## config.mk

```make
export PLATFORM = sky130hd
export DESIGN_NAME = usb_parallel_fifo_port
export DESIGN_NICKNAME = d
export VERILOG_FILES = /design/src/rtl/fifo_port_pkg.sv /design/src/rtl/byte_fifo.sv /design/src/rtl/usb_parallel_fifo_port.sv
export SDC_FILE = /design/constraint.sdc
export NUM_CORES = 2
export LEC_CHECK = 0
export BUFFER_PORTS_ARGS = -buffer_cell sky130_fd_sc_hd__buf_2
export CAP_MARGIN = 20
export CORE_MARGIN = 4
export CORE_UTILIZATION = 60
export DETAILED_ROUTE_END_ITERATION = 16
export PLACE_DENSITY = 0.76
export SYNTH_ARGS = -nofsm -noshare
export SYNTH_HDL_FRONTEND = slang
export SYNTH_SLANG_ARGS = --single-unit
```

## constraint.sdc

```tcl
create_clock -name hclk -period 16.6 [get_ports hclk]
set_clock_uncertainty 0.05 [all_clocks]
set_input_delay 3.32 -clock hclk [delete_from_list [all_inputs] [get_ports hclk]]
set_output_delay 3.32 -clock hclk [all_outputs]
set_load 0.02 [all_outputs]
```

## src/rtl/fifo_port_pkg.sv

```systemverilog
// constants, widths and timing counts for the parallel fifo port
package fifo_port_pkg;
    localparam int CLK_MHZ = 50;
    localparam int CLK_NS = 20;
    localparam int RX_DEPTH = 128;
    localparam int TX_DEPTH = 256;
    localparam int RX_AW = 7;
    localparam int TX_AW = 8;
    // flag inactive time after a load strobe, in ns
    localparam int FLAG_HOLD_NS = 80;
    localparam int FLAG_HOLD_CYC = (FLAG_HOLD_NS + CLK_NS - 1) / CLK_NS;
    // one millisecond in cycles
    localparam int MS_CYC = CLK_MHZ * 1000;
    localparam int WAKE_MS = 20;
    localparam logic [7:0] TMO_DEFAULT_MS = 8'h10;
    localparam logic [7:0] TMO_MIN_MS = 8'h02;
    localparam logic [15:0] BB_DIV_DEFAULT = 16'h0032;
    // register byte addresses
    localparam logic [7:0] ADDR_CTRL = 8'h00;
    localparam logic [7:0] ADDR_STATUS = 8'h04;
    localparam logic [7:0] ADDR_RXDATA = 8'h08;
    localparam logic [7:0] ADDR_TXDATA = 8'h0C;
    localparam logic [7:0] ADDR_TIMEOUT = 8'h10;
    localparam logic [7:0] ADDR_BBDIV = 8'h14;
    localparam logic [7:0] ADDR_BBDIR = 8'h18;
    localparam logic [7:0] ADDR_BBIN = 8'h1C;
    // control field positions
    localparam int CTRL_MODE_LO = 0;
    localparam int CTRL_SUSPEND = 2;
    localparam int CTRL_WAKE_EN = 3;
    localparam int CTRL_CONFIGURED = 4;
    localparam logic [4:0] CTRL_RESET = 5'h08;
    typedef enum logic [1:0] {
        MODE_FIFO = 2'h0,
        MODE_ASYNC_BB = 2'h1,
        MODE_SYNC_BB = 2'h2
    } port_mode_t;
endpackage : fifo_port_pkg

```

## src/rtl/byte_fifo.sv

```systemverilog
// flip-flop byte fifo with push and pop ports
`timescale 1ns/10ps
`default_nettype none
module byte_fifo #(
    parameter int DEPTH = 128,
    parameter int AW = 7
) (
    // clock and reset
    input wire logic hclk,
    input wire logic hresetn,
    input wire logic flush,
    // write side
    input wire logic push,
    input wire logic [7:0] wdata,
    output logic full,
    // read side
    input wire logic pop,
    output logic [7:0] rdata,
    output logic empty,
    output logic [AW:0] count
);
    logic [7:0] mem_q [DEPTH];
    logic [AW-1:0] wp_q, rp_q;
    logic [AW:0] cnt_q;
    wire do_push = push && !full;
    wire do_pop = pop && !empty;

    assign full = (cnt_q == (AW+1)'(DEPTH));
    assign empty = (cnt_q == '0);
    assign count = cnt_q;
    assign rdata = mem_q[rp_q];

    always_ff @(posedge hclk) begin
        if (do_push) begin
            mem_q[wp_q] <= wdata;
        end
    end

    always_ff @(posedge hclk or negedge hresetn) begin
        if (!hresetn) begin
            wp_q <= '0;
            rp_q <= '0;
            cnt_q <= '0;
        end else if (flush) begin
            wp_q <= '0;
            rp_q <= '0;
            cnt_q <= '0;
        end else begin
            if (do_push) begin
                wp_q <= wp_q + 1'b1;
            end
            if (do_pop) begin
                rp_q <= rp_q + 1'b1;
            end
            cnt_q <= cnt_q + (AW+1)'(do_push) - (AW+1)'(do_pop);
        end
    end
endmodule : byte_fifo
`default_nettype wire

```

## src/rtl/usb_parallel_fifo_port.sv

```systemverilog
// parallel fifo port of a usb device, with ahb-lite register access
// Behaviour
// RL1 - controller holds load strobe 50 ns
// RL2 - controller leaves 50 ns between load strobes
// RL3 - load-allowed inactive after strobe, 80 ns
// RL4 - byte captured at load strobe falling edge
// RL5 - controller loads only while load-allowed low
// RL6 - unload-available low whenever receive data held; the code holds it high outside fifo mode
// RL7 - fetch low drives byte, falling edge advances
// RL8 - async bit-bang plays bytes at timer rate
// RL9 - sync bit-bang samples pins on each write
// RL10 - receive timeout flushes, default 16 ms
// RL11 - suspended with wake enabled: pin becomes input
// RL12 - external logic holds pin low 20 ms
// RL13 - long low pin during suspend requests resume
// RL14 - host data into 128-byte receive buffer
// RL15 - loaded bytes into 256-byte transmit buffer
// RL16 - fifo logic runs from one reference clock
// RL17 - bit-bang timer derived from that clock
// RL18 - controller moves bytes between buffers and lines
// RL19 - reset on power-up and external reset
// RL20 - full transmit buffer blocks and ignores loads
// RL21 - data lines released when fetch returns high
`timescale 1ns/10ps
`default_nettype none
module usb_parallel_fifo_port
    import fifo_port_pkg::*;
#(
    parameter int TMO_UNIT_CYC = MS_CYC,
    parameter int WAKE_CYC = WAKE_MS * MS_CYC
) (
    // ahb-lite slave
    input wire logic hclk,
    input wire logic hresetn,
    input wire logic hsel,
    input wire logic [31:0] haddr,
    input wire logic [1:0] htrans,
    input wire logic hwrite,
    input wire logic [2:0] hsize,
    input wire logic [31:0] hwdata,
    input wire logic hready,
    output logic [31:0] hrdata,
    output logic hreadyout,
    output logic hresp,
    // parallel data lines
    input wire logic [7:0] fifo_byte_lines_i,
    output logic [7:0] fifo_byte_lines_o,
    output logic [7:0] fifo_byte_lines_oe,
    // strobes and flags
    input wire logic fetch_n,
    input wire logic load,
    output logic load_allowed_n,
    input wire logic unload_available_n_i,
    output logic unload_available_n_o,
    output logic unload_available_n_oe,
    output logic configured_power_n,
    // usb side events
    output logic resume_req
);
    // register state
    logic [4:0] ctrl_q;
    logic [7:0] tmo_q;
    logic [15:0] bbdiv_q;
    logic [7:0] bbdir_q;
    logic [7:0] bbin_q;
    logic [7:0] bbout_q;
    // ahb address phase capture
    logic wr_pend_q, rd_pend_q;
    logic [7:0] addr_q;
    // pin edge detection and flag timing
    logic fetch_n_q, load_q;
    logic [2:0] hold_q;
    logic [31:0] tmo_cnt_q;
    logic [15:0] bb_cnt_q;
    logic [31:0] wake_cnt_q;
    logic resume_q;
    logic [7:0] rx_drive_q;

    port_mode_t mode;
    assign mode = port_mode_t'(ctrl_q[CTRL_MODE_LO +: 2]);
    wire suspended = ctrl_q[CTRL_SUSPEND];
    wire wake_en = ctrl_q[CTRL_WAKE_EN];
    wire fifo_mode = (mode == MODE_FIFO);

    function automatic logic hit(input logic [7:0] a, input logic [7:0] r);
        return a == r;
    endfunction : hit

    // ahb decode
    wire addr_phase = hsel && hready && htrans[1];
    wire wr_ctrl = wr_pend_q && hit(addr_q, ADDR_CTRL);
    wire wr_tx = wr_pend_q && hit(addr_q, ADDR_TXDATA);
    wire wr_tmo = wr_pend_q && hit(addr_q, ADDR_TIMEOUT);
    wire wr_div = wr_pend_q && hit(addr_q, ADDR_BBDIV);
    wire wr_dir = wr_pend_q && hit(addr_q, ADDR_BBDIR);
    wire wr_rx = wr_pend_q && hit(addr_q, ADDR_RXDATA);

    // buffers
    logic rx_push, rx_pop, rx_full, rx_empty, rx_flush;
    logic [7:0] rx_rdata;
    logic [RX_AW:0] rx_count;
    logic tx_push, tx_pop, tx_full, tx_empty;
    logic [7:0] tx_rdata;
    logic [TX_AW:0] tx_count;

    // pin edges, inputs are synchronous to hclk
    wire fetch_fall = fetch_n_q && !fetch_n;
    wire load_fall = load_q && !load;
    wire bb_tick = (bb_cnt_q == '0);
    wire tmo_hit = (tmo_cnt_q >= 32'(tmo_q) * 32'(TMO_UNIT_CYC));

    // host writes fill the receive buffer; async bit-bang drains it by timer.
    // sync bit-bang sends writes straight to the pins, as nothing would drain them
    assign rx_push = wr_rx && !rx_full && (mode != MODE_SYNC_BB); // [RL14]
    assign rx_pop = fifo_mode ? fetch_fall : (mode == MODE_ASYNC_BB && bb_tick); // [RL7] [RL8]
    assign rx_flush = fifo_mode && tmo_hit && !rx_empty; // [RL10]
    // loads taken only in fifo mode, only while not full
    assign tx_push = fifo_mode && load_fall && !tx_full; // [RL4] [RL20]
    assign tx_pop = rd_pend_q && hit(addr_q, ADDR_TXDATA); // [RL15]

    byte_fifo #(.DEPTH(RX_DEPTH), .AW(RX_AW)) u_rx ( // [RL16]
        .hclk(hclk), .hresetn(hresetn), .flush(rx_flush),
        .push(rx_push), .wdata(hwdata[7:0]), .full(rx_full),
        .pop(rx_pop), .rdata(rx_rdata), .empty(rx_empty), .count(rx_count)
    );
    byte_fifo #(.DEPTH(TX_DEPTH), .AW(TX_AW)) u_tx (
        .hclk(hclk), .hresetn(hresetn), .flush(1'b0),
        .push(tx_push), .wdata(fifo_byte_lines_i), .full(tx_full),
        .pop(tx_pop), .rdata(tx_rdata), .empty(tx_empty), .count(tx_count)
    );

    // flags and pins
    wire wake_input = suspended && wake_en; // [RL11]
    // load_q bridges the cycle between the strobe fall and the hold timer start
    assign load_allowed_n = !fifo_mode || tx_full || (hold_q != '0) || load || load_q; // [RL3] [RL20]
    assign unload_available_n_o = rx_empty || !fifo_mode; // [RL6]
    assign unload_available_n_oe = !wake_input; // [RL11]
    assign configured_power_n = !ctrl_q[CTRL_CONFIGURED] || suspended;
    assign fifo_byte_lines_o = fifo_mode ? rx_drive_q : bbout_q; // [RL18]
    assign fifo_byte_lines_oe = fifo_mode ? {8{!fetch_n}} : bbdir_q; // [RL7] [RL21]
    assign resume_req = resume_q;

    // ahb answer: zero wait states, always okay
    wire [31:0] status_w = {13'h0000, tx_count, rx_count, tx_full, tx_empty};
    wire [31:0] rd_mux =
        hit(addr_q, ADDR_CTRL) ? {27'h0000000, ctrl_q} :
        hit(addr_q, ADDR_STATUS) ? status_w :
        hit(addr_q, ADDR_RXDATA) ? {24'h000000, rx_rdata} :
        hit(addr_q, ADDR_TXDATA) ? {23'h000000, tx_empty, tx_rdata} :
        hit(addr_q, ADDR_TIMEOUT) ? {24'h000000, tmo_q} :
        hit(addr_q, ADDR_BBDIV) ? {16'h0000, bbdiv_q} :
        hit(addr_q, ADDR_BBDIR) ? {24'h000000, bbdir_q} :
        hit(addr_q, ADDR_BBIN) ? {24'h000000, bbin_q} : 32'h00000000;
    assign hrdata = rd_pend_q ? rd_mux : 32'h00000000;
    assign hreadyout = 1'b1;
    assign hresp = 1'b0;

    always_ff @(posedge hclk or negedge hresetn) begin // [RL19]
        if (!hresetn) begin
            wr_pend_q <= 1'b0;
            rd_pend_q <= 1'b0;
            addr_q <= 8'h00;
        end else begin
            wr_pend_q <= addr_phase && hwrite;
            rd_pend_q <= addr_phase && !hwrite;
            if (addr_phase) begin
                addr_q <= haddr[7:0];
            end
        end
    end

    always_ff @(posedge hclk or negedge hresetn) begin
        if (!hresetn) begin
            ctrl_q <= CTRL_RESET; // [RL11]
            tmo_q <= TMO_DEFAULT_MS; // [RL10]
            bbdiv_q <= BB_DIV_DEFAULT;
            bbdir_q <= 8'h00;
        end else begin
            if (wr_ctrl) ctrl_q <= hwdata[4:0];
            if (wr_tmo && hwdata[7:0] >= TMO_MIN_MS) tmo_q <= hwdata[7:0]; // [RL10]
            if (wr_div) bbdiv_q <= hwdata[15:0];
            if (wr_dir) bbdir_q <= hwdata[7:0];
        end
    end

    // bit-bang output and sampling
    always_ff @(posedge hclk or negedge hresetn) begin
        if (!hresetn) begin
            bbout_q <= 8'h00;
            bbin_q <= 8'h00;
            bb_cnt_q <= 16'h0000;
        end else begin
            bb_cnt_q <= bb_tick ? bbdiv_q : bb_cnt_q - 16'h0001; // [RL17]
            if (mode == MODE_ASYNC_BB) begin
                if (bb_tick && !rx_empty) bbout_q <= rx_rdata; // [RL8]
                bbin_q <= fifo_byte_lines_i;
            end else if (mode == MODE_SYNC_BB && wr_rx) begin
                bbout_q <= hwdata[7:0];
                bbin_q <= fifo_byte_lines_i; // [RL9]
            end
        end
    end

    // strobe edges, flag hold timer, fetch data latch
    always_ff @(posedge hclk or negedge hresetn) begin
        if (!hresetn) begin
            fetch_n_q <= 1'b1;
            load_q <= 1'b0;
            hold_q <= 3'h0;
            rx_drive_q <= 8'h00;
        end else begin
            fetch_n_q <= fetch_n;
            load_q <= load;
            if (load_fall) hold_q <= 3'(FLAG_HOLD_CYC); // [RL3]
            else if (hold_q != '0) hold_q <= hold_q - 3'h1;
            if (fetch_fall) rx_drive_q <= rx_rdata; // [RL7]
        end
    end

    // receive timeout and wake-up detection
    always_ff @(posedge hclk or negedge hresetn) begin
        if (!hresetn) begin
            tmo_cnt_q <= 32'h00000000;
            wake_cnt_q <= 32'h00000000;
            resume_q <= 1'b0;
        end else begin
            if (rx_empty || rx_push || rx_pop || rx_flush) tmo_cnt_q <= 32'h00000000;
            else tmo_cnt_q <= tmo_cnt_q + 32'h00000001;
            resume_q <= 1'b0;
            if (!wake_input || unload_available_n_i) begin
                wake_cnt_q <= 32'h00000000;
            end else if (wake_cnt_q == 32'(WAKE_CYC) - 32'h00000001) begin
                resume_q <= 1'b1; // [RL13]
                wake_cnt_q <= wake_cnt_q + 32'h00000001;
            end else if (wake_cnt_q < 32'(WAKE_CYC)) begin
                wake_cnt_q <= wake_cnt_q + 32'h00000001;
            end
        end
    end

    // checks
    property p_hold;
        @(posedge hclk) disable iff (!hresetn)
        load_fall |-> load_allowed_n [*4];
    endproperty
    a_hold: assert property (p_hold) else $error("load flag not held inactive"); // [RL3]
    property p_full;
        @(posedge hclk) disable iff (!hresetn) tx_full |-> load_allowed_n && !tx_push;
    endproperty
    a_full: assert property (p_full) else $error("load allowed while full"); // [RL20]
    property p_rxflag;
        @(posedge hclk) disable iff (!hresetn)
        fifo_mode |-> (unload_available_n_o == rx_empty);
    endproperty
    a_rxflag: assert property (p_rxflag) else $error("receive flag wrong"); // [RL6]
    property p_release;
        @(posedge hclk) disable iff (!hresetn)
        (fifo_mode && fetch_n) |-> fifo_byte_lines_oe == 8'h00;
    endproperty
    a_release: assert property (p_release) else $error("lines driven after fetch"); // [RL21]
    property p_capture;
        @(posedge hclk) disable iff (!hresetn)
        (tx_push && tx_empty) |=> tx_rdata == $past(fifo_byte_lines_i);
    endproperty
    a_capture: assert property (p_capture) else $error("loaded byte not captured"); // [RL4]
    property p_wake;
        @(posedge hclk) disable iff (!hresetn) wake_input |-> !unload_available_n_oe;
    endproperty
    a_wake: assert property (p_wake) else $error("wake pin still driven"); // [RL11]
    property p_resume;
        @(posedge hclk) disable iff (!hresetn) resume_q |-> wake_input;
    endproperty
    a_resume: assert property (p_resume) else $error("resume outside suspend"); // [RL13]
    property p_sync;
        @(posedge hclk) disable iff (!hresetn)
        (mode == MODE_SYNC_BB && !wr_rx) |=> $stable(bbin_q);
    endproperty
    a_sync: assert property (p_sync) else $error("sync sample without write"); // [RL9]
    property p_async;
        @(posedge hclk) disable iff (!hresetn)
        (mode == MODE_ASYNC_BB && bb_tick && !rx_empty) |=> bbout_q == $past(rx_rdata);
    endproperty
    a_async: assert property (p_async) else $error("async byte not presented"); // [RL8]
    property p_flush;
        @(posedge hclk) disable iff (!hresetn) rx_flush |=> rx_empty;
    endproperty
    a_flush: assert property (p_flush) else $error("timeout did not flush"); // [RL10]
    property p_tmo_min;
        @(posedge hclk) disable iff (!hresetn) tmo_q >= TMO_MIN_MS;
    endproperty
    a_tmo_min: assert property (p_tmo_min) else $error("timeout below minimum"); // [RL10]
    property p_resume_once;
        @(posedge hclk) disable iff (!hresetn) resume_q |=> !resume_q;
    endproperty
    a_resume_once: assert property (p_resume_once) else $error("resume pulse too long"); // [RL13]
    property p_rx_guard;
        @(posedge hclk) disable iff (!hresetn) rx_full |-> !rx_push;
    endproperty
    a_rx_guard: assert property (p_rx_guard) else $error("push into full buffer"); // [RL14]
    c_sync: cover property (@(posedge hclk) mode == MODE_SYNC_BB && wr_rx);
    c_load: cover property (@(posedge hclk) tx_push);
    c_fetch: cover property (@(posedge hclk) rx_pop && fifo_mode);
    c_flush: cover property (@(posedge hclk) rx_flush);
    c_resume: cover property (@(posedge hclk) resume_q);
endmodule : usb_parallel_fifo_port
`default_nettype wire

```

## After elaboration in Yosys (flattened, before gate mapping)

Memories as Yosys holds them, arrays and structs flattened.
Index checks and enable logic that the tools add are counted.

- Flip-flop bits (word level): 204
- RAM bits: 3072
- Input port bits: 85
- Output and inout port bits: 55
- Logic and storage cells: 149
- Memories kept: 2

- $add $sub $neg: 12
- Multipliers: 1
- $lt $le $gt $ge: 3
- Eq/ne operators: 14
- Mux-type cells: 35
- Reductions and logical operators: 59

Memory list:

| name | depth | width | rd ports | clocked after memory_dff | wr ports | RTL line | text |
|---|---|---|---|---|---|---|---|
| u_tx.mem_q | 256 | 8 | 1 | 0 | 1 | byte_fifo.sv:22 | `logic [7:0] mem_q [DEPTH];` |
| u_rx.mem_q | 128 | 8 | 1 | 0 | 1 | byte_fifo.sv:22 |  |

Operators with widths:

| cell | number |
|---|---|
| 2-to-1 mux 32 bit | 4 |
| 2-to-1 mux 16 bit | 5 |
| 2-to-1 mux 8 bit | 10 |
| adder 32 x 1 -> 32 bit (second input constant) | 2 |
| 2-to-1 mux 19 bit | 3 |
| == test 32 x 20 -> 1 bit (second input constant) | 1 |
| == test 8 x 5 -> 1 bit (second input constant) | 4 |
| greater-or-equal comparator 32 x 24 -> 1 bit | 1 |
| < comparator 32 x 20 -> 1 bit (second input constant) | 1 |
| 2-to-1 mux 7 bit | 4 |
| logical AND 1 bit | 27 |
| multiplier 8 x 12 -> 20 bit (second input constant) | 1 |
| adder 8 x 1 -> 8 bit (second input constant) | 2 |
| == test 8 x 4 -> 1 bit (second input constant) | 2 |
| logical NOT 16 bit | 1 |
| logical NOT 8 bit | 2 |
| subtractor 16 x 1 -> 16 bit (second input constant) | 1 |
| adder 7 x 1 -> 7 bit (second input constant) | 2 |
| logical NOT 1 bit | 10 |
| logical OR 1 bit | 10 |
| adder 9 x 1 -> 9 bit | 1 |
| == test 9 bit (second input constant) | 1 |
| logical NOT 9 bit | 1 |
| subtractor 9 x 1 -> 9 bit | 1 |
| other kinds (16) | 27 |

## Logic depth before layout (Yosys ltp)

- Depth after elaboration: 10
- Mapped depth: 24
- Gate-level depth less buffers: 23

## Cells and area by module

A second synthesis with hierarchy kept.

- Cells, all modules: 6928
- Area, all modules: 131776.4 um2

By module, submodules not included:

| module | times used | cells an instance | area each (um2) | sequential area each (um2) |
|---|---|---|---|---|
| byte_fifo (u_tx) | 1 | 3911 | 81037.7 | 62124.6 |
| byte_fifo (u_rx) | 1 | 2033 | 40974.3 | 31300.0 |
| usb_parallel_fifo_port | 1 | 984 | 9764.4 | 3936.3 |

## Worst setup path before layout

OpenSTA, ideal clock, no wires.

- Path kind: input -> output
- Start: input fetch_n
- End: output fifo_byte_lines_oe[0]
- Data arrival time: 3.851 ns
- Required time: 13.230 ns
- Slack: 9.379 ns
- Stages on the path: 2
- Buffers on the path: 0
- Cells stage by stage: nor2_1 > a21o_1

- Cells in the longest elaborated chain, start to end: 2

RTL lines:

| what | RTL line | text |
|---|---|---|
| from (decl) | usb_parallel_fifo_port.sv:50 | `input wire logic fetch_n,` |
| logical NOT 1 bit | usb_parallel_fifo_port.sv:140 | `assign fifo_byte_lines_oe = fifo_mode ? {8{!fetch_n}} : bbdir_q;` |
| 2-to-1 mux 8 bit | usb_parallel_fifo_port.sv:140 |  |
| to (decl) | usb_parallel_fifo_port.sv:48 | `output logic [7:0] fifo_byte_lines_oe,` |

No other way between the ends.

## Worst setup path in the final report

- Start: register u_tx.rp_q[1]
- End: output hrdata[3]

- Cells in the longest elaborated chain, start to end: 6

RTL lines:

| what | RTL line | text |
|---|---|---|
| from (decl) | byte_fifo.sv:23 | `logic [AW-1:0] wp_q, rp_q;` |
| from (signal assigned) | byte_fifo.sv:53 | `rp_q <= rp_q + 1'b1;` |
| memory read (256 x 8 bit) | n/a |  |
| 2-to-1 mux 16 bit | usb_parallel_fifo_port.sv:149 | `hit(addr_q, ADDR_TXDATA) ? {23'h000000, tx_empty, tx_rdata} :` |
| 2-to-1 mux 16 bit | usb_parallel_fifo_port.sv:148 | `hit(addr_q, ADDR_RXDATA) ? {24'h000000, rx_rdata} :` |
| 2-to-1 mux 19 bit | usb_parallel_fifo_port.sv:147 | `hit(addr_q, ADDR_STATUS) ? status_w :` |
| 2-to-1 mux 19 bit | usb_parallel_fifo_port.sv:146 | `hit(addr_q, ADDR_CTRL) ? {27'h0000000, ctrl_q} :` |
| 2-to-1 mux 19 bit | usb_parallel_fifo_port.sv:154 | `assign hrdata = rd_pend_q ? rd_mux : 32'h00000000;` |
| to (decl) | usb_parallel_fifo_port.sv:42 | `output logic [31:0] hrdata,` |

No other way between the ends.

==> impl_metrics.csv <==
group,metric,value,unit
global_routing,grt_pass1_vias,68180,
synth,seq_area_frac_synth,74.32,%
critical_path,worst-endpoint-required,13.23,ns
critical_path,rr_worst_depth,24,
synth,ys_seq_elements,3276,
floorplanning,die_area,225900,sq um
synth,yosys.area.top_type,"edfxtp_1",
finish,drive_gt1_share,21.36,%
placed_design,portBuffers,80,
detailed_routing,wl_per_cell,32.13,um
floorplanning,rows,171,
clock_tree,ctsResizeCount,0,
detailed_routing,drt_iter0_drc,9656,
pwr,p_leak,0.04558,uW
timing,drv_slew,0,
timing,timing.slew.headroom,9.511,%
pwr,power_frac_clock,39.6,%
detailed_routing,routed_wl,319800,um
critical_path,cp.arrival,7.09,ns
timing,setup_violations,0,
floorplanning,die_y,475.3,um
detailed_routing,num_vias,68060,
critical_path,critPathMaxStageDelay,1.02,ns
critical_path,worstPathMaxFanout,56,
floorplanning,coreArea,217200,sq um
detailed_routing,drt_first_pass_iters,6,
finish,final_cell_mix,"3072 x edfxtp_1, 751 x mux4_2, 547 x nor2_1",
clock_tree,cts_root_buf,"clkbuf_16",
clock_tree,numCtsBuffers,333,
pwr,powerDensity,125.9,nW/um^2
clock_tree,cts.reportedPaths.clkPinSlew,0.06,ns
finish,area_delta_synth_final,10.50,%
detailed_routing,drcViolationCount,0,
finish,nets,7056,
pwr,seq_power_share,50.8,%
outcome,outcome,"finished, final reports clean",
timing,hold_ws,0.4313,ns
synth,ys_warn_count,0,
clock_tree,cts.htree.levels,5,
synth,ys_types,78,
pwr,pwr-share-comb,9.6,%
timing,setup_tns,0,ns
placed_design,gp_congestion,0.8934,
pwr,p_sw,4180,uW
synth,syn_area_per_cell,19.63,sq um
critical_path,startpoint_type,"flop",
clock_tree,post_cts_buffers,0,
finish,final_common_cell,"edfxtp_1",
finish,design_area,144700,sq um
flow_run,max-cap-violations,0,
global_routing,track_usage,28.56,%
clock_tree,cts_tree,"yes",
detailed_routing,ant_nets,0,
floorplanning,die_w,475.3,um
placed_design,hpwlAfterDp,188100,um
pwr,p_sw_share,22.93,%
clock_tree,clock-sinks,3276,
timing,min_period,10.46,ns
finish,fillers,13250,
global_routing,grt_antenna_before_repair,7,
floorplanning,ios,140,
synth,async_flop_share,6.227,%
synth,synth_edf_count,3072,
timing,hold_viol_final,0,
synth,synthTopCellsByArea,"edfxtp_1 70%, mux4_2 13%, dfrtp_1 3.8%, nor2_1 1.6%, mux2i_1 1.2%",
clock_tree,insertion_delay,0.94,ns
timing,fmax,95.61,MHz
timing,rsz0062_at_grt,"false",
pwr,peakVddDrop,0.0001089,V
clock_tree,max-clock-path-buffers,4,
critical_path,critPathSlowestCell,"dfrtp_4",
global_routing,grt_overflow,0,
synth,syn_inst,6674,
synth,synth_top_area_share,70.42,%
hold_path,holdPathStages,2,
synth,synthFlopType,"edfxtp_1",
global_routing,grt_max_degree,165,
floorplanning,start_util,60.32,%
timing,worst_pin_slew,1.357,ns
hold_path,hold_class,"flop to flop",
critical_path,cp_cell_sequence,"buf_4, buf_4, mux4_2, a22o_1, a221oi_1, o22ai_1, nor3_1, o21ai_0, a21oi_1, o22ai_1, buf_2",
clock_tree,cts_hold_buffers,0,
placed_design,dpl_cell_area,134200,sq um
pwr,intPower,14040,uW
detailed_routing,via_per_inst,6.839,
synth,mappedNetlistArea,131000,sq um
global_routing,grt_pass1_wl,470700,um
timing,finalCritPeriodShare,63.01,%
critical_path,critPathKind,"flop to output pin",
critical_path,cp-end-kind,"output pin",
-- power by group through the flow --
stage	clock network [uW]	logic, uW	registers, uW
final	7220	1750	9260
after global routing	7630	1870	9270
after CTS	7260	1730	9260
after detailed placement	0	1710	9430
after global placement	0	1670	9420
after floorplan	0	1240	9350
-- flip-flops by register name, indices dropped and copies added (netlist names), 9 cells and up --
name / flops
u_tx.mem_q: 2048
u_rx.mem_q: 1024
tmo_cnt_q: 32
wake_cnt_q: 32
bb_cnt_q: 16
bbdiv_q: 16
u_tx.count: 9
-- cell type report --
type	instances	area (sq um)	share of cell area, %
flip-flops and latches	3276	97380	67.28
clock buffers	422	8960	6.190
diodes	10	25.02	0.01729
repair buffers	207	1678	1.159
inverters	70	264.0	0.1824
multi-input cells	2959	31500	21.76
clock inverters	154	1369	0.9457
well taps	2854	3571	2.467
-- cell families after synthesis --
| family | count (synthesis) | share of synthesized area (%) |
|---|---|---|
| flops | 3276 | 74.32 |
| mux | 979 | 14.72 |
| xor+xnor | 112 | 0.7488 |
| simple gates | 1101 | 3.802 |
| other cells | 2 | 0.005733 |
| fa+ha+maj | 124 | 1.265 |
| compound gates | 628 | 3.423 |
| buf+inv | 452 | 1.711 |
-- per-stage QoR --
stage	worst slack [ns]	utilization (%)	total power [uW]	cells
global placement	7.390	61.80	11100	9357
CTS	6.387	66.55	18250	9933
detailed placement	7.387	61.80	11140	9357
floorplan	9.379	-	10590	6687
global route	5.926	66.64	18770	9943
finish	6.140	66.65	18220	9952
-- critical path: cells and delay by family, from the launching register on --
kind	cells	cell delay, ns
compound gates	6	2.24
buf+inv	3	1.82
flops	1	1.02
mux	1	0.43
simple gates	1	0.52
-- path summary, 6_finish.rpt --
| path | endpoint | slack, ns | from |
|---|---|---|---|
| max in group asynchronous | tmo_cnt_q[25] | 12.23 | hresetn |
| worst min-delay path | rx_drive_q[0] | 0.43 | rx_drive_q[0] |
| min in group asynchronous | u_rx.rp_q[5] | 2.26 | hresetn |
| worst min register to register | rx_drive_q[0] | 0.43 | rx_drive_q[0] |
| worst max-delay path | hrdata[3] | 6.14 | u_tx.rp_q[1] |
| worst max register to register | tmo_cnt_q[18] | 9.84 | tmo_q[2] |
-- per-layer routing --
layer	up-vias	routed length [um]	track usage (%)
li1	27550	-	-
met1	35090	117600	40.45
met2	4602	150600	43.65
met3	811	37370	6.988
met4	0	14240	11.30
met5	-	0	0
-- cells in the mapped netlist (17+ instances only) --
cell type and number:
mux2_2 73, nand4_1 17, xor2_1 56, a31oi_1 20, and2_1 17, nor3_1 71, mux2i_1 155, mux4_2 751
nor4_1 18, buf_1 28, a22oi_1 156, o22ai_1 31, nand2b_1 20, ha_1 110, nor2b_1 40, buf_2 84
nand2_1 180, dfrtp_1 198, xnor2_1 56, and3_1 33, clkbuf_1 186, a21o_1 21, nor2_1 549, buf_4 51
a221oi_1 61, buf_6 33, nand3_1 96, edfxtp_1 3072, inv_1 70, o211ai_1 25, a21oi_1 103, a22o_1 62
o21ai_0 57
No activity file was read; power rests on OpenSTA's default activity.
